### src/hw/timer8_pkg.sv
package timer8_pkg;

    // Register indices on the plain register port
    localparam logic [2:0] CTRL_ADDR    = 3'h0;
    localparam logic [2:0] COUNT_ADDR   = 3'h1;
    localparam logic [2:0] COMPARE_ADDR = 3'h2;
    localparam logic [2:0] FLAGS_ADDR   = 3'h3;
    localparam logic [2:0] IRQ_EN_ADDR  = 3'h4;

    // Field positions in the flag and enable registers
    localparam int OVF_BIT = 0;
    localparam int CMP_BIT = 1;

    // Reset values
    localparam logic [7:0] CTRL_RST  = 8'h00;
    localparam logic [7:0] COUNT_RST = 8'h00;
    localparam logic [7:0] CMP_RST   = 8'h00;
    localparam logic [1:0] FLAG_RST  = 2'h0;
    localparam logic [1:0] IEN_RST   = 2'h0;

    // Counter extremes
    localparam logic [7:0] BOTTOM_VAL = 8'h00;
    localparam logic [7:0] MAX_VAL    = 8'hFF;

    // Waveform modes, {waveform_mode_hi, waveform_mode_lo}
    localparam logic [1:0] WM_NORMAL    = 2'h0;
    localparam logic [1:0] WM_PHASE_PWM = 2'h1;
    localparam logic [1:0] WM_CLEAR     = 2'h2;
    localparam logic [1:0] WM_FAST_PWM  = 2'h3;

    // Compare output modes
    localparam logic [1:0] COM_OFF    = 2'h0;
    localparam logic [1:0] COM_TOGGLE = 2'h1;
    localparam logic [1:0] COM_CLEAR  = 2'h2;
    localparam logic [1:0] COM_SET    = 2'h3;

    // Clock source select codes
    localparam logic [2:0] CS_STOP     = 3'h0;
    localparam logic [2:0] CS_SYS      = 3'h1;
    localparam logic [2:0] CS_DIV8     = 3'h2;
    localparam logic [2:0] CS_DIV64    = 3'h3;
    localparam logic [2:0] CS_DIV256   = 3'h4;
    localparam logic [2:0] CS_DIV1024  = 3'h5;
    localparam logic [2:0] CS_EXT_FALL = 3'h6;
    localparam logic [2:0] CS_EXT_RISE = 3'h7;

    // Layout of the control register
    typedef struct packed {
        logic       force_compare_strobe;
        logic       waveform_mode_lo;
        logic [1:0] compare_output_mode;
        logic       waveform_mode_hi;
        logic [2:0] clock_source_select;
    } timer_control_t;

    // Pin override pair
    typedef struct packed {
        logic level;
        logic enable;
    } pin_drive_t;

endpackage : timer8_pkg

### src/hw/timer8_output_compare.sv
// Strobed register access and the register offsets were left to the implementer.
`timescale 1ns/1ps
// Notes on behaviour
// - Clock select zero stops counting; counter stays readable and writable.
// - Each tick clears, increments or decrements the counter per mode.
// - A CPU counter write beats any count or clear in that cycle.
// - Bottom flags counter zero, top flags end of the count sequence.
// - Waveform mode sets count sequence and when the overflow flag sets.
// - Eight-bit comparator flags a match whenever counter equals active compare.
// - Match sets the compare flag on the next tick, not earlier.
// - Compare request only when flag, enable and global enable are all set.
// - Flag clears on service, or by writing one; writing zero keeps it.
// - PWM modes reach a buffer; other modes reach active compare directly.
// - Buffered compare loads into active only at top (phase PWM: at top while counting up).
// - Force strobe in non-PWM modes acts like a match, no flag, no clear.
// - Counter write blocks matches at the next tick, even when stopped.
// - Output state holds its value across waveform mode changes.
// - Output mode bits are unbuffered and act at once.
// - Output mode picks next match action and whether the pin is overridden.
// - Reset clears the output state to zero.
// - Nonzero output mode puts output state on the pin; direction from port.
// - Override ignores waveform mode; pin shows it only when direction is output.
// - Bottom is 00, max FF, top FF or compare per mode.
// - Normal mode counts up, wraps FF to 00, overflow set on reaching zero.
// - Clear-on-match mode clears the counter at a compare match.
// - Output mode zero does nothing to the output state at a match.
module timer8_output_compare
    import timer8_pkg::*;
(
    input  wire  logic       CLK,
    input  wire  logic       RSTN,
    input  wire  logic [2:0] ADDR,
    input  wire  logic [7:0] WDATA,
    input  wire  logic       WR,
    input  wire  logic       RD,
    output logic       [7:0] RDATA,
    input  wire  logic [3:0] PRESCALE_TICKS,
    input  wire  logic       EXT_CLK_PIN,
    input  wire  logic       GLOBAL_IRQ_EN,
    input  wire  logic       COMPARE_IRQ_ACK,
    input  wire  logic       OVERFLOW_IRQ_ACK,
    output logic             COMPARE_IRQ,
    output logic             OVERFLOW_IRQ,
    input  wire  logic       PORT_VALUE,
    input  wire  logic       OUTPUT_PIN_DIRECTION,
    output logic             PIN_OUT,
    output logic             PIN_OE
);

    logic           rst_s1_ff;
    logic           rst_n;
    logic           ext_s1_ff;
    logic           ext_s2_ff;
    logic           ext_s3_ff;
    timer_control_t ctrl_ff;
    logic [7:0]     counter_value_ff;
    logic [7:0]     nxt_counter_value;
    logic [7:0]     compare_value_ff;
    logic [7:0]     compare_buf_ff;
    logic           count_down_ff;
    logic           nxt_count_down;
    logic           compare_flag_ff;
    logic           overflow_flag_ff;
    logic [1:0]     irq_en_ff;
    logic           block_ff;
    logic           compare_output_state_ff;
    logic [7:0]     rdata_ff;
    logic           timer_tick;
    logic [1:0]     waveform_mode;
    logic           pwm_mode;
    logic           match;
    logic           eff_match;
    logic           at_top;
    logic           at_bottom;
    logic           ovf_event;
    logic           count_wr;
    logic           ctrl_wr;
    logic           cmp_wr;
    logic           flags_wr;
    pin_drive_t     pin_drv;

    function automatic logic is_access(input logic strobe, input logic [2:0] a,
                                       input logic [2:0] target);
        is_access = strobe && (a == target);
    endfunction : is_access

    // Reset release
    always_ff @(posedge CLK or negedge RSTN) begin
        if (!RSTN) begin
            rst_s1_ff <= 1'b0;
            rst_n     <= 1'b0;
        end else begin
            rst_s1_ff <= 1'b1;
            rst_n     <= rst_s1_ff;
        end
    end

    // External clock pin synchroniser and edge history
    always_ff @(posedge CLK or negedge rst_n) begin
        if (!rst_n) begin
            ext_s1_ff <= 1'b0;
            ext_s2_ff <= 1'b0;
            ext_s3_ff <= 1'b0;
        end else begin
            ext_s1_ff <= EXT_CLK_PIN;
            ext_s2_ff <= ext_s1_ff;
            ext_s3_ff <= ext_s2_ff;
        end
    end

    // Tick select
    always_comb begin
        case (ctrl_ff.clock_source_select)
            CS_STOP:     timer_tick = 1'b0;
            CS_SYS:      timer_tick = 1'b1;
            CS_DIV8:     timer_tick = PRESCALE_TICKS[0];
            CS_DIV64:    timer_tick = PRESCALE_TICKS[1];
            CS_DIV256:   timer_tick = PRESCALE_TICKS[2];
            CS_DIV1024:  timer_tick = PRESCALE_TICKS[3];
            CS_EXT_FALL: timer_tick = ext_s3_ff && !ext_s2_ff;
            CS_EXT_RISE: timer_tick = !ext_s3_ff && ext_s2_ff;
            default:     timer_tick = 1'b0;
        endcase
    end

    assign count_wr      = is_access(WR, ADDR, COUNT_ADDR);
    assign ctrl_wr       = is_access(WR, ADDR, CTRL_ADDR);
    assign cmp_wr        = is_access(WR, ADDR, COMPARE_ADDR);
    assign flags_wr      = is_access(WR, ADDR, FLAGS_ADDR);
    assign waveform_mode = {ctrl_ff.waveform_mode_hi, ctrl_ff.waveform_mode_lo};
    assign pwm_mode      = waveform_mode[0];
    assign match         = (counter_value_ff == compare_value_ff);
    assign eff_match     = timer_tick && match && !block_ff;
    assign at_bottom     = (counter_value_ff == BOTTOM_VAL);
    assign at_top        = (waveform_mode == WM_CLEAR) ? match
                                                       : (counter_value_ff == MAX_VAL);

    // Count sequence per waveform mode
    always_comb begin
        nxt_counter_value = counter_value_ff;
        nxt_count_down    = count_down_ff;
        ovf_event         = 1'b0;
        if (timer_tick) begin
            case (waveform_mode)
                WM_PHASE_PWM: begin
                    if (!count_down_ff && at_top) begin
                        nxt_count_down    = 1'b1;
                        nxt_counter_value = counter_value_ff - 8'h01;
                    end else if (count_down_ff && at_bottom) begin
                        nxt_count_down    = 1'b0;
                        nxt_counter_value = counter_value_ff + 8'h01;
                        ovf_event         = 1'b1;
                    end else if (count_down_ff) begin
                        nxt_counter_value = counter_value_ff - 8'h01;
                    end else begin
                        nxt_counter_value = counter_value_ff + 8'h01;
                    end
                end
                WM_CLEAR: begin
                    nxt_count_down = 1'b0;
                    if (eff_match) begin
                        nxt_counter_value = BOTTOM_VAL;
                    end else begin
                        nxt_counter_value = counter_value_ff + 8'h01;
                    end
                    ovf_event = (counter_value_ff == MAX_VAL);
                end
                default: begin
                    nxt_count_down    = 1'b0;
                    nxt_counter_value = counter_value_ff + 8'h01;
                    ovf_event         = (counter_value_ff == MAX_VAL);
                end
            endcase
        end
        if (count_wr) begin
            nxt_counter_value = WDATA;
        end
    end

    // Counter and direction
    always_ff @(posedge CLK or negedge rst_n) begin
        if (!rst_n) begin
            counter_value_ff <= COUNT_RST;
            count_down_ff    <= 1'b0;
        end else begin
            counter_value_ff <= nxt_counter_value;
            count_down_ff    <= nxt_count_down;
        end
    end

    // Match blocking after a counter write
    always_ff @(posedge CLK or negedge rst_n) begin
        if (!rst_n) begin
            block_ff <= 1'b0;
        end else if (count_wr) begin
            block_ff <= 1'b1;
        end else if (timer_tick) begin
            block_ff <= 1'b0;
        end
    end

    // Control and enable registers
    always_ff @(posedge CLK or negedge rst_n) begin
        if (!rst_n) begin
            ctrl_ff   <= CTRL_RST;
            irq_en_ff <= IEN_RST;
        end else begin
            ctrl_ff.force_compare_strobe <= 1'b0;
            if (ctrl_wr) begin
                ctrl_ff <= timer_control_t'(WDATA);
            end
            if (is_access(WR, ADDR, IRQ_EN_ADDR)) begin
                irq_en_ff <= WDATA[1:0];
            end
        end
    end

    // Compare buffer and active compare
    always_ff @(posedge CLK or negedge rst_n) begin
        if (!rst_n) begin
            compare_buf_ff   <= CMP_RST;
            compare_value_ff <= CMP_RST;
        end else begin
            if (cmp_wr) begin
                compare_buf_ff <= WDATA;
            end
            if (!pwm_mode) begin
                if (cmp_wr) begin
                    compare_value_ff <= WDATA;
                end
            end else if (timer_tick) begin
                if ((waveform_mode == WM_FAST_PWM && at_top) ||
                    (waveform_mode == WM_PHASE_PWM && !count_down_ff && at_top)) begin
                    compare_value_ff <= compare_buf_ff;
                end
            end
        end
    end

    // Flags: hardware set wins over clear
    always_ff @(posedge CLK or negedge rst_n) begin
        if (!rst_n) begin
            compare_flag_ff  <= FLAG_RST[CMP_BIT];
            overflow_flag_ff <= FLAG_RST[OVF_BIT];
        end else begin
            if (eff_match) begin
                compare_flag_ff <= 1'b1;
            end else if (COMPARE_IRQ_ACK || (flags_wr && WDATA[CMP_BIT])) begin
                compare_flag_ff <= 1'b0;
            end
            if (ovf_event) begin
                overflow_flag_ff <= 1'b1;
            end else if (OVERFLOW_IRQ_ACK || (flags_wr && WDATA[OVF_BIT])) begin
                overflow_flag_ff <= 1'b0;
            end
        end
    end

    assign COMPARE_IRQ  = compare_flag_ff && irq_en_ff[CMP_BIT] && GLOBAL_IRQ_EN;
    assign OVERFLOW_IRQ = overflow_flag_ff && irq_en_ff[OVF_BIT] && GLOBAL_IRQ_EN;

    // Output state register
    always_ff @(posedge CLK or negedge rst_n) begin
        if (!rst_n) begin
            compare_output_state_ff <= 1'b0;
        end else if (!pwm_mode && ctrl_wr && WDATA[7]) begin
            case (ctrl_ff.compare_output_mode)
                COM_TOGGLE: compare_output_state_ff <= !compare_output_state_ff;
                COM_CLEAR:  compare_output_state_ff <= 1'b0;
                COM_SET:    compare_output_state_ff <= 1'b1;
                default:    compare_output_state_ff <= compare_output_state_ff;
            endcase
        end else if (timer_tick) begin
            case (ctrl_ff.compare_output_mode)
                COM_TOGGLE: if (eff_match) compare_output_state_ff <= !compare_output_state_ff;
                COM_CLEAR, COM_SET: begin
                    if (eff_match) begin
                        compare_output_state_ff <= (ctrl_ff.compare_output_mode == COM_SET)
                                                   ^ (waveform_mode == WM_PHASE_PWM
                                                      && count_down_ff);
                    end else if (waveform_mode == WM_FAST_PWM && at_top) begin
                        compare_output_state_ff <= (ctrl_ff.compare_output_mode == COM_CLEAR);
                    end
                end
                default: compare_output_state_ff <= compare_output_state_ff;
            endcase
        end
    end

    // Pin override
    assign pin_drv        = '{level:  (ctrl_ff.compare_output_mode != COM_OFF)
                                      ? compare_output_state_ff : PORT_VALUE,
                              enable: OUTPUT_PIN_DIRECTION};
    assign PIN_OUT        = pin_drv.level;
    assign PIN_OE         = pin_drv.enable;

    // Read data, one cycle after the read strobe
    always_ff @(posedge CLK or negedge rst_n) begin
        if (!rst_n) begin
            rdata_ff <= 8'h00;
        end else if (RD) begin
            case (ADDR)
                CTRL_ADDR:    rdata_ff <= {1'b0, ctrl_ff[6:0]};
                COUNT_ADDR:   rdata_ff <= counter_value_ff;
                COMPARE_ADDR: rdata_ff <= pwm_mode ? compare_buf_ff : compare_value_ff;
                FLAGS_ADDR:   rdata_ff <= {6'h00, compare_flag_ff, overflow_flag_ff};
                IRQ_EN_ADDR:  rdata_ff <= {6'h00, irq_en_ff};
                default:      rdata_ff <= 8'h00;
            endcase
        end else begin
            rdata_ff <= 8'h00;
        end
    end
    assign RDATA = rdata_ff;
endmodule : timer8_output_compare

### config.mk
export PLATFORM = sky130hd
export DESIGN_NAME = timer8_output_compare
export DESIGN_NICKNAME = d
export VERILOG_FILES = /design/src/hw/timer8_pkg.sv /design/src/hw/timer8_output_compare.sv
export SDC_FILE = /design/constraint.sdc
export NUM_CORES = 1
export LEC_CHECK = 0
export BUFFER_PORTS_ARGS = -buffer_cell sky130_fd_sc_hd__buf_2
export CAP_MARGIN = 20
export CORE_UTILIZATION = 59
export DETAILED_ROUTE_END_ITERATION = 10
export HOLD_SLACK_MARGIN = 0.06
export PLACE_DENSITY_LB_ADDON = 0.15
export SLEW_MARGIN = 10
export SYNTH_ARGS = -nofsm -noshare
export SYNTH_HDL_FRONTEND = slang
export SYNTH_SLANG_ARGS = --single-unit
### constraint.sdc
create_clock -name CLK -period 2.4 [get_ports CLK]
set_clock_uncertainty 0.15 [all_clocks]
set_input_delay 0.12 -clock CLK [delete_from_list [all_inputs] [get_ports CLK]]
set_output_delay 0.12 -clock CLK [all_outputs]
set_load 0.01 [all_outputs]
== Word-level counts from Yosys, hierarchy flattened ==
Index checks and enable logic that the tools add are counted.
Operators by class
  add/subtract/negate cells: 2
  equality and inequality tests: 25
  multiplexer cells: 37
  bitwise operators: 1
  reductions and logical operators: 46
Operators with widths (number)
  $mux 8: 12
  $pmux 8 s5: 1
  $logic_and 1x1->1: 23
  $mux 1: 20
  $pmux 8 s2: 1
  $eq 3x3->1 const B: 5
  $eq 3x2->1 const B: 4
  $reduce_bool 2->1: 6
  $add 8x1->8 const B: 1
  $eq 2x2->1 const B: 4
  $eq 8x8->1: 1
  $eq 8x8->1 const B: 1
  $logic_not 8->1: 1
  $pmux 1 s8: 1
  $sub 8x1->8 const B: 1
  $eq 3x1->1 const B: 2
  $logic_not 1->1: 6
  $logic_not 3->1: 2
  $ne 3x3->1 const B: 2
  $reduce_and 5->1: 1
  $eq 2x1->1 const B: 2
  $ne 2x1->1 const B: 2
  $ne 4x1->1 const B: 1
  $ne 4x4->1 const B: 1
  8 further kinds: 10
Word-level totals
  flip-flop bits (word level): 51
  bits of input ports: 25
  word-level logic and storage cells: 130

== Depth between registers and ports, before layout ==
Gate-level depths: netlist of the first run.
  depth after elaboration: 9
  mapped depth: 10
  mapped depth without buffers: 9

== Worst setup path after synthesis of the first run ==
OpenSTA, ideal clock, no wires.
  path kind: register to register
  start point: register ctrl_ff, in the netlist pwm_mode
  end point: register counter_value_ff[4]
  library setup time: 0.084 ns
  arrival time: 2.200 ns
  setup slack: -0.034 ns
  cell stages (with the launch flop): 10
  clock period less this slack: 2.434 ns
  cells stage by stage: dfrtp_1 -> clkbuf_1 -> inv_1 -> ha_1 -> nor3_1 -> a311oi_1 -> or3_1 -> a21oi_1 -> o21ai_0 -> a41oi_2
Between the ends
  word-level cells in the longest chain between the ends: 7
Ends and longest elaborated chain
  start, declared: line timer8_output_compare.sv:55  | timer_control_t ctrl_ff;
  start signal, assigned: line timer8_output_compare.sv:210  | ctrl_ff <= timer_control_t'(WDATA);
  $eq 2x2->1: line timer8_output_compare.sv:135, timer8_output_compare.sv:144
  $mux 1: line timer8_output_compare.sv:135  | assign at_top = (waveform_mode == WM_CLEAR) ? match
  $logic_and 1x1->1: line timer8_output_compare.sv:146  | if (!count_down_ff && at_top) begin
  $mux 8: line timer8_output_compare.sv:146
  $pmux 8 s2 *: line timer8_output_compare.sv:144  | case (waveform_mode)
  $mux 8 *: line timer8_output_compare.sv:143  | if (timer_tick) begin
  $mux 8 *: line timer8_output_compare.sv:175  | if (count_wr) begin
  end signal, assigned: line timer8_output_compare.sv:186  | counter_value_ff <= nxt_counter_value;
  end, declared: line timer8_output_compare.sv:56  | logic [7:0] counter_value_ff;
Mark *: on every way between the ends. The rest lies on a longest branch, timed or not. The select of a mux whose other input is x is not followed.
A chain may end at the register's enable or synchronous reset.

== Worst setup path after layout of the first run ==
  start point: register ctrl_ff, in the netlist pwm_mode
  end point: register compare_output_state_ff
Between the ends
  word-level cells in the longest chain between the ends: 7
Ends and longest elaborated chain
  $eq 2x1->1: line timer8_output_compare.sv:279  | ^ (waveform_mode == WM_PHASE_PWM
  $logic_and 1x1->1: line timer8_output_compare.sv:280  | && count_down_ff);
  $xor 1x1->1: line timer8_output_compare.sv:279
  $mux 1: line timer8_output_compare.sv:277  | if (eff_match) begin
  $pmux 1 s2: line timer8_output_compare.sv:274  | case (ctrl_ff.compare_output_mode)
  $mux 1: line timer8_output_compare.sv:273  | end else if (timer_tick) begin
  $mux 1: line timer8_output_compare.sv:266  | end else if (!pwm_mode && ctrl_wr && WDATA[7]) begin
  end signal, assigned: line timer8_output_compare.sv:268  | COM_TOGGLE: compare_output_state_ff <= !compare_output_state_ff;
  end signal, assigned: line timer8_output_compare.sv:275  | COM_TOGGLE: if (eff_match) compare_output_state_ff <= !compare_output_state_ff;
  end signal, assigned: line timer8_output_compare.sv:278  | compare_output_state_ff <= (ctrl_ff.compare_output_mode == COM_SET)
  end, declared: line timer8_output_compare.sv:66  | logic compare_output_state_ff;
Parallel ways exist; a longest one is shown, timed or not. The select of a mux whose other input is x is not followed.

==> qor.yml, run 1 <==
layout:
  fillCellCount: 393
  finalNetCount: 431
  diodes: 0
  area_growth_pct: 22.88
  drive_gt1_frac: 0.2843
  final_area_sq_mm: 0.003870
  layout.cells.non_filler: 471
timing:
  fin_ws_ps: -11.13
  finalHoldViolCount: 0
  final-setup-viol-count: 1
  rsz0062_at_grt: "yes"
  tightest_slew_ps: 617.2
  maxSlewViolCount: 0
  fmax_mhz: 414.7
  fin_crit_sh: 1.005
  min_period_ps: 2411
  slew_headroom: 0.5885
floorplan:
  start_util: 0.6127
  fp.dieW_um: 75.06
  core.rowCount: 26
  coreArea_sq_mm: 0.005140
  pin_count: 37
  die_area_sq_mm: 0.005634
  die_h_um: 75.06
drt:
  vias: 2733
  wl_per_cell_um: 17.15
  ant_nets: 0
  viasPerCell: 5.803
  drt-total-wl_um: 8078
  drt_iter0_drc: 257
  dr.pass1.iters: 5
  remaining_drc_errors: 0
global_route:
  gr-max-usage-layer: "met2"
  met3_usage: 0.06426
  grt_pass1_vias: 2492
  grt_pass1_wl_um: 12320
  track_usage: 0.3011
  grt-ovfl-total: 0
  antenna_found_initial: 0
  grtUsageMet1: 0.3877
  grt_max_degree: 27
  grt_util_met2: 0.5145
yosys:
  synthArstFlopShare: 1.000
  synthFlopType: "dfrtp_1"
  ys_seq_area_frac: 0.4052
  ys_seq_elements: 51
  syn_nets: 367
  yosys_warnings: 0
  postSynthAreaPerCell_sq_um: 9.373
  synth-edff-count: 0
  synthCells: 336
  netlist_area_sq_mm: 0.003149
  ys_types: 59
worst_hold_path:
  hp-class: "primary input to primary output"
  worstHoldPathCells: 0
power:
  powerDensity_mw_per_mm2: 888.5
  irDropWorstVdd_v: 0.0005346
  p_leak_uw: 0.001769
placement:
  hpwl_um: 5759
  port_buffers: 34
  gp_congestion: 0.9170
  dp_cells: 443
  dpl_cell_area_sq_mm: 0.003508
run_status:
  status: "complete, but fails checks"
  violations: "setup timing"
setup_path:
  cp.required_ps: 2480
  path_class: "flop to flop"
  cp-start-kind: "flop"
  reg2reg_depth: 9
  worst_ep_arrival_time_ps: 2490
  cp_max_fo: 5
  crit_path_end_kind: "flop"
clocking:
  tritoncts: "done"
  clock_path_buffers: 2
  numCtsBuffers: 5
  cts.sinks: 51
  cts_max_level: 2
  clkTransAtPathRegs_ps: 90
  cts_root_buf: "clkbuf_8"
  clock_latency_ps: 330
flow_run:
  max-cap-violations: 0
## registers in the layout (all words and copies together), names as in the netlist
register,flops
ext_s1_ff,1
counter_value_ff,8
compare_output_state_ff,1
RDATA,8
overflow_flag_ff,1
count_down_ff,1
rst_s1_ff,1
ext_s2_ff,1
compare_flag_ff,1
ext_s3_ff,1
compare_buf_ff,8
rst_n,1
compare_value_ff,8
pwm_mode,1
ctrl_ff,6
block_ff,1
irq_en_ff,2
## layout make-up
type | count | area (sq um) | share of cell area
inverters | 12 | 45.04 | 0.01164
well taps | 70 | 87.58 | 0.02263
clock buffers | 6 | 82.58 | 0.02134
repair buffers | 82 | 583.1 | 0.1507
flip-flops and latches | 51 | 1279 | 0.3304
multi-input cells | 248 | 1754 | 0.4533
clock inverters | 2 | 38.79 | 0.01002
## path summary, 6_finish.rpt
path | slack (ps) | startpoint | endpoint
max in group asynchronous | 1460 | rst_n | counter_value_ff[4]
min in group asynchronous | 100 | rst_n | compare_value_ff[1]
setup reg to reg | -10 | pwm_mode | compare_output_state_ff
setup / recovery | -10 | pwm_mode | compare_output_state_ff
hold reg to reg | 100 | rst_n | compare_value_ff[1]
hold / removal | 90 | OUTPUT_PIN_DIRECTION | PIN_OE
## per-stage QoR
| step | hold WS [ps] | setup slack (ps) | TNS [ps] | utilization | power, uW |
|---|---|---|---|---|---|
| after detailed placement | -243.0 | -64.79 | -197.8 | 0.6826 | 2687 |
| final | 90.00 | -11.13 | -11.13 | 0.7529 | 3438 |
| after CTS | 90.12 | 5.330 | 0 | 0.7398 | 3371 |
| after global routing | 90.02 | -159.5 | -1204 | 0.7529 | 3645 |
| after floorplan | -325.6 | 133.8 | 0 | - | 2270 |
| after global placement | -245.7 | -18.55 | -18.55 | 0.6826 | 2647 |
## worst max-delay path: stages, from the launching register on
cell and delay [ps]:
dfrtp_1 380, inv_1 130, ha_1 310, nor3_1 140, a31oi_1 290, buf_4 170
nor2_1 40, a211o_1 320, or2_2 290, o211ai_1 100
## routing by layer
metal | share of wire | wire length (um) | vias to the layer above
met2 | 0.49 | 3998 | 110
met3 | 0.067 | 538 | 15
met5 | 0 | 0 | -
met4 | 0.023 | 182 | 0
li1 | - | - | 1321
met1 | 0.42 | 3358 | 1287
## timing repair
item / in CTS / in global routing
gates resized for setup: 2 / 7
pin swaps: 2 / 4
hold buffers: 16 / 0
endpoints found under the setup margin: 11 / 10
hold endpoints to repair: 43 / 0
setup buffers: 1 / 3
## cells in the final DEF (no fill, tap or decap), types with 11 or more instances in the layout
cell type	instances
xor2_1	11
dfrtp_1	49
inv_1	12
nor2_1	33
mux2_2	16
buf_2	34
nand2_1	24
a21oi_1	17
buf_4	31
dlygate4sd3_1	16
o21ai_0	18
mux2i_1	20
## cell families after synthesis
logic type,count (synthesis),synth area share
other cells,1,0.001191
xor+xnor,14,0.03894
compound gates,71,0.1526
simple gates,120,0.2042
flops,51,0.4052
buf+inv,37,0.05323
mux,36,0.1208
fa+ha+maj,6,0.02384
## cells in the mapped netlist (all sizes together), types with 11 or more instances
library cell | count | share of area
mux2 | 16 | 0.057
nand2 | 26 | 0.033
a21oi | 19 | 0.030
mux2i | 20 | 0.064
buf | 11 | 0.022
dfrtp | 51 | 0.41
xor2 | 11 | 0.031
clkbuf | 14 | 0.017
inv | 12 | 0.014
o21ai | 21 | 0.033
nor2 | 34 | 0.041
## report_power, final
group / internal [uW] / switching (uW) / total [uW]
Sequential: 1060 / 222 / 1280
Combinational: 718 / 789 / 1510
Clock: 343 / 311 / 654
Power figures use the tool's default switching activity.
==> run 2: changes to the inputs <==
--- a/config.mk
+++ b/config.mk
@@ -7,7 +7,7 @@
 export LEC_CHECK = 0
 export BUFFER_PORTS_ARGS = -buffer_cell sky130_fd_sc_hd__buf_2
 export CAP_MARGIN = 20
-export CORE_UTILIZATION = 59
+export CORE_UTILIZATION = 53
 export DETAILED_ROUTE_END_ITERATION = 10
 export HOLD_SLACK_MARGIN = 0.06
 export PLACE_DENSITY_LB_ADDON = 0.15
==> constraint.sdc (replaced) <==
create_clock -name CLK -period 1.95 [get_ports CLK]
set_clock_uncertainty 0.15 [all_clocks]
set_input_delay 0.0975 -clock CLK [delete_from_list [all_inputs] [get_ports CLK]]
set_output_delay 0.0975 -clock CLK [all_outputs]
set_load 0.01 [all_outputs]
==> qor.yml, run 2 (synthesis results as in run 1) <==
run_status:
  status: "complete, but fails checks"
  violations: "setup timing"
flow_run:
  max-cap-violations: 0
timing:
  finalHoldViolCount: 0
  maxSlewViolCount: 0
  fin_crit_sh: 1.208
  min_period_ps: 2355
  fmax_mhz: 424.6
  final-setup-viol-count: 19
  fin_ws_ps: -405.3
  rsz0062_at_grt: "yes"
setup_path:
  reg2reg_depth: 8
  critPathLaunch: "counter_value_ff[0]"
  reg2reg_slack_ps: -410
  cp.required_ps: 2020
  r2r-start: "counter_value_ff[0]"
  path_class: "flop to flop"
  worst_ep_arrival_time_ps: 2420
  crit_path_end_kind: "flop"
  cp-start-kind: "flop"
  endpoint: "counter_value_ff[6]"
  cp_max_fo: 4
  r2r-end: "counter_value_ff[6]"
global_route:
  grt-ovfl-total: 0
  track_usage: 0.3285
  grt_pass1_wl_um: 15300
  grt_pass1_vias: 3193
  grt_max_degree: 33
  antenna_found_initial: 0
layout:
  diodes: 0
  mostFrequentLayoutCell: "buf_4"
  drive_gt1_frac: 0.4184
  final_cell_mix: "57 x buf_4, 46 x dfrtp_1, 34 x buf_2"
  layout.cells.non_filler: 507
  area_growth_pct: 39.65
  final_area_sq_mm: 0.004398
  finalNetCount: 465
  fillCellCount: 379
clocking:
  numCtsBuffers: 5
  clkTransAtPathRegs_ps: 100
  tritoncts: "done"
  cts_max_level: 2
  clock_path_buffers: 2
  clock_latency_ps: 320
  cts.sinks: 51
  cts_root_buf: "clkbuf_8"
drt:
  vias: 3096
  ant_nets: 0
  wl_per_cell_um: 19.44
  drt-total-wl_um: 9856
  drt_iter0_drc: 320
  remaining_drc_errors: 0
  viasPerCell: 6.107
  dr.pass1.iters: 6
floorplan:
  core.rowCount: 27
  coreArea_sq_mm: 0.005608
  fp.dieW_um: 79.09
  pin_count: 37
  start_util: 0.5616
  die_h_um: 79.09
  die_area_sq_mm: 0.006254
power:
  irDropWorstVdd_v: 0.0007517
  power_uw: 4802
  powerDensity_mw_per_mm2: 1092
  p_leak_uw: 0.002008
placement:
  gp_congestion: 0.9373
  hpwl_um: 6494
  dp_cells: 475
  port_buffers: 34
  dpl_cell_area_sq_mm: 0.003764
  pre_cts_ws_ps: -419.2
worst_hold_path:
  hp-class: "flop to asynchronous set/reset pin"
==> run 2: cell types whose count changed in the layout (fill, tap and decap cells not counted), sizes merged <==
| cell | previous run | this run |
|---|---|---|
| clkbuf | 6 | 8 |
| bufinv | 1 | 0 |
| buf | 66 | 99 |
==> run 2: through the flow <==
step | utilization | hold WS, ps | TNS [ps]
final | 0.7842 | 73.36 | -4023
after global routing | 0.7842 | 105.7 | -5439
after CTS | 0.7610 | 78.06 | -4107
after detailed placement | 0.6711 | -259.8 | -5269
after global placement | 0.6711 | -267.6 | -5031
after floorplan | - | -348.1 | -2282
==> run 2: power by group <==
part / total [uW] / internal, uW / switching, uW
sequential: 1570 / 1300 / 269
clock: 682 / 295 / 387
combinational: 2550 / 1240 / 1310
total: 4800 / 2840 / 1960
==> run 2: how the worst min path moves through the flow <==
stage / endpoint / slack [ps] / depth (start not counted)
2_1_floorplan: rst_n / -350 / 0
3_3_place_gp: rst_s1_ff / -270 / 1
3_5_place_dp: rst_s1_ff / -260 / 1
4_1_cts: RDATA[1] / 80 / 0
5_1_grt: RDATA[1] / 110 / 0
6_report: RDATA[1] / 70 / 0
==> run 2: what timing repair did <==
| item | CTS | global route |
|---|---|---|
| cloned | 1 | 0 |
| setup buffers | 7 | 0 |
| endpoints found under the hold margin | 45 | 0 |
| endpoints found under the setup margin | 20 | 20 |
| hold buffers | 16 | 0 |
| pin swaps | 13 | 7 |
| gates resized for setup | 42 | 32 |
==> run 2: layer usage <==
layer / vias up / track usage / part of all wire / routed length [um]
li1: 1391 / - / - / -
met1: 1512 / 0.3930 / 0.40 / 3925
met2: 148 / 0.5621 / 0.49 / 4833
met3: 45 / 0.04943 / 0.058 / 569
met4: 0 / 0.1855 / 0.053 / 527
met5: - / 0 / 0 / 0
==> run 2: layout make-up <==
type,instances,area [sq um],area share
multi-input cells,248,1994,0.4535
clock inverters,1,8.758,0.001991
inverters,12,45.04,0.01024
flip-flops and latches,51,1282,0.2916
clock buffers,7,86.33,0.01963
well taps,72,90.09,0.02048
repair buffers,116,890.9,0.2026
==> run 2: critical path, cell delays in order, from the launching register on <==
cell and delay, ps:
dfrtp_2 460, xor2_1 170, nor4_2 290, buf_4 210, a311oi_4 130, or3_4 410
buf_4 150, o32a_1 150, o32ai_1 140
==> run 3: changes to the inputs <==
--- a/config.mk
+++ b/config.mk
@@ -7,7 +7,7 @@
 export LEC_CHECK = 0
 export BUFFER_PORTS_ARGS = -buffer_cell sky130_fd_sc_hd__buf_2
 export CAP_MARGIN = 20
-export CORE_UTILIZATION = 53
+export CORE_UTILIZATION = 59
 export DETAILED_ROUTE_END_ITERATION = 10
 export HOLD_SLACK_MARGIN = 0.06
 export PLACE_DENSITY_LB_ADDON = 0.15
==> constraint.sdc (replaced) <==
create_clock -name CLK -period 2.64 [get_ports CLK]
set_clock_uncertainty 0.15 [all_clocks]
set_input_delay 0.132 -clock CLK [delete_from_list [all_inputs] [get_ports CLK]]
set_output_delay 0.132 -clock CLK [all_outputs]
set_load 0.1 [all_outputs]
==> qor.yml, run 3 (synthesis results as in run 1) <==
run_status:
  status: "finished, final reports clean"
drt:
  drt_iter0_drc: 223
  vias: 2709
  remaining_drc_errors: 0
  drt-total-wl_um: 7787
  viasPerCell: 5.928
  ant_nets: 0
  dr.pass1.iters: 5
  wl_per_cell_um: 17.04
floorplan:
  start_util: 0.6127
  pin_count: 37
  core.rowCount: 26
  die_h_um: 75.06
  coreArea_sq_mm: 0.005140
  die_area_sq_mm: 0.005634
  fp.dieW_um: 75.06
layout:
  utilization: 0.7159
  drive_gt1_frac: 0.2429
  mostFrequentLayoutCell: "dfrtp_1"
  final_cell_mix: "50 x dfrtp_1, 34 x buf_2, 33 x nor2_1"
  finalNetCount: 417
  diodes: 0
  area_growth_pct: 16.85
global_route:
  grt-ovfl-total: 0
  grt_pass1_vias: 2604
  track_usage: 0.3047
  grt_max_degree: 31
  grt_pass1_wl_um: 12610
  antenna_found_initial: 0
clocking:
  clkTransAtPathRegs_ps: 100
  cts.sinks: 51
  clock_latency_ps: 300
  post_cts_buffers: 0
  cts_root_buf: "clkbuf_8"
  tritoncts: "done"
  numCtsBuffers: 5
  cts_max_level: 2
  clock_path_buffers: 2
timing:
  rsz0062_at_grt: "no"
  fin_crit_sh: 0.9349
  final-setup-viol-count: 0
  fmax_mhz: 405.2
  slew_headroom: 0.5622
  tns_ps: 0
  maxSlewViolCount: 0
  finalHoldViolCount: 0
  min_period_ps: 2468
  tightest_slew_ps: 656.7
placement:
  port_buffers: 34
  hpwl_um: 5801
  gp_congestion: 0.9027
setup_path:
  cp_max_fo: 5
  path_class: "flop to flop"
  cp.required_ps: 2660
  crit_path_end_kind: "flop"
  worst_ep_arrival_time_ps: 2480
  cp-start-kind: "flop"
power:
  powerDensity_mw_per_mm2: 819.5
  p_leak_uw: 0.001676
  irDropWorstVdd_v: 0.0004657
flow_run:
  max-cap-violations: 0
worst_hold_path:
  hp-class: "primary input to flop"
run 3: cell count changes in the layout (fill, tap and decap cells not counted), moves of 5 or more:
| cell | delta |
|---|---|
| buf_6 | -6 |
| nand2_4 | -10 |
| nand2_1 | +9 |
| buf_4 | -37 |
| o21ai_0 | +11 |
| o21ai_2 | -7 |
| a21oi_1 | +5 |
run 3: timing repair:
item,4_1_cts,5_1_grt
hold buffers,14,0
endpoints found under the hold margin,41,0
endpoints found under the setup margin,0,2
gates resized for setup,0,1
run 3: worst max-delay path: stages (launching register included):
cell     delay, ps
dfrtp_1        440
xor2_1         190
nor4_2         380
nand2_1        180
o32a_2         470
or2_1          280
a21oi_1        140
o31ai_1        110
run 3: metrics by stage:
step / hold WS [ps] / instances / total power [uW] / setup WS [ps] / area, sq um
floorplan: -313.6 / 336 / 2149 / 206.3 / 3149
global placement: -232.9 / 434 / 2449 / 189.4 / 3428
detailed placement: -230.5 / 434 / 2485 / 111.6 / 3428
CTS: 81.90 / 456 / 2985 / 94.39 / 3664
global route: 98.44 / 457 / 3204 / 14.94 / 3680
finish: 107.0 / 457 / 3016 / 171.9 / 3680
run 3: metal layers:
metal / track usage / part of all wire / vias to the layer above
met1: 0.3843 / 0.43 / 1328
met5: 0 / 0 / -
met4: 0.08805 / 0.015 / 0
met2: 0.5305 / 0.50 / 82
li1: - / - / 1287
met3: 0.06024 / 0.049 / 12
run 3: report_power, final:
part | switching (uW) | total, uW | internal, uW
clock | 268 | 486 | 217
sequential | 226 | 1180 | 957
combinational | 761 | 1350 | 586
total | 1260 | 3020 | 1760
run 3: final cells by class:
| class | instances | area (sq um) |
|---|---|---|
| Fill cell | 416 | 1460 |
| Tap cell | 70 | 87.58 |
| Clock inverter | 1 | 8.758 |
| Sequential cell | 51 | 1277 |
| Inverter | 12 | 45.04 |
| Clock buffer | 7 | 86.33 |
| Multi-Input combinational cell | 248 | 1714 |
| Timing Repair Buffer | 68 | 460.4 |
run 3: worst paths after layout:
path	endpoint	startpoint	cells past startpoint	slack (ps)
max reg2reg	counter_value_ff[1]	compare_value_ff[1]	7	170
max	counter_value_ff[1]	compare_value_ff[1]	7	170
min reg2reg	RDATA[3]	rst_n	0	160
max in group asynchronous	compare_value_ff[2]	rst_n	1	1550
min	RDATA[7]	ADDR[2]	2	110
min in group asynchronous	RDATA[3]	rst_n	0	160
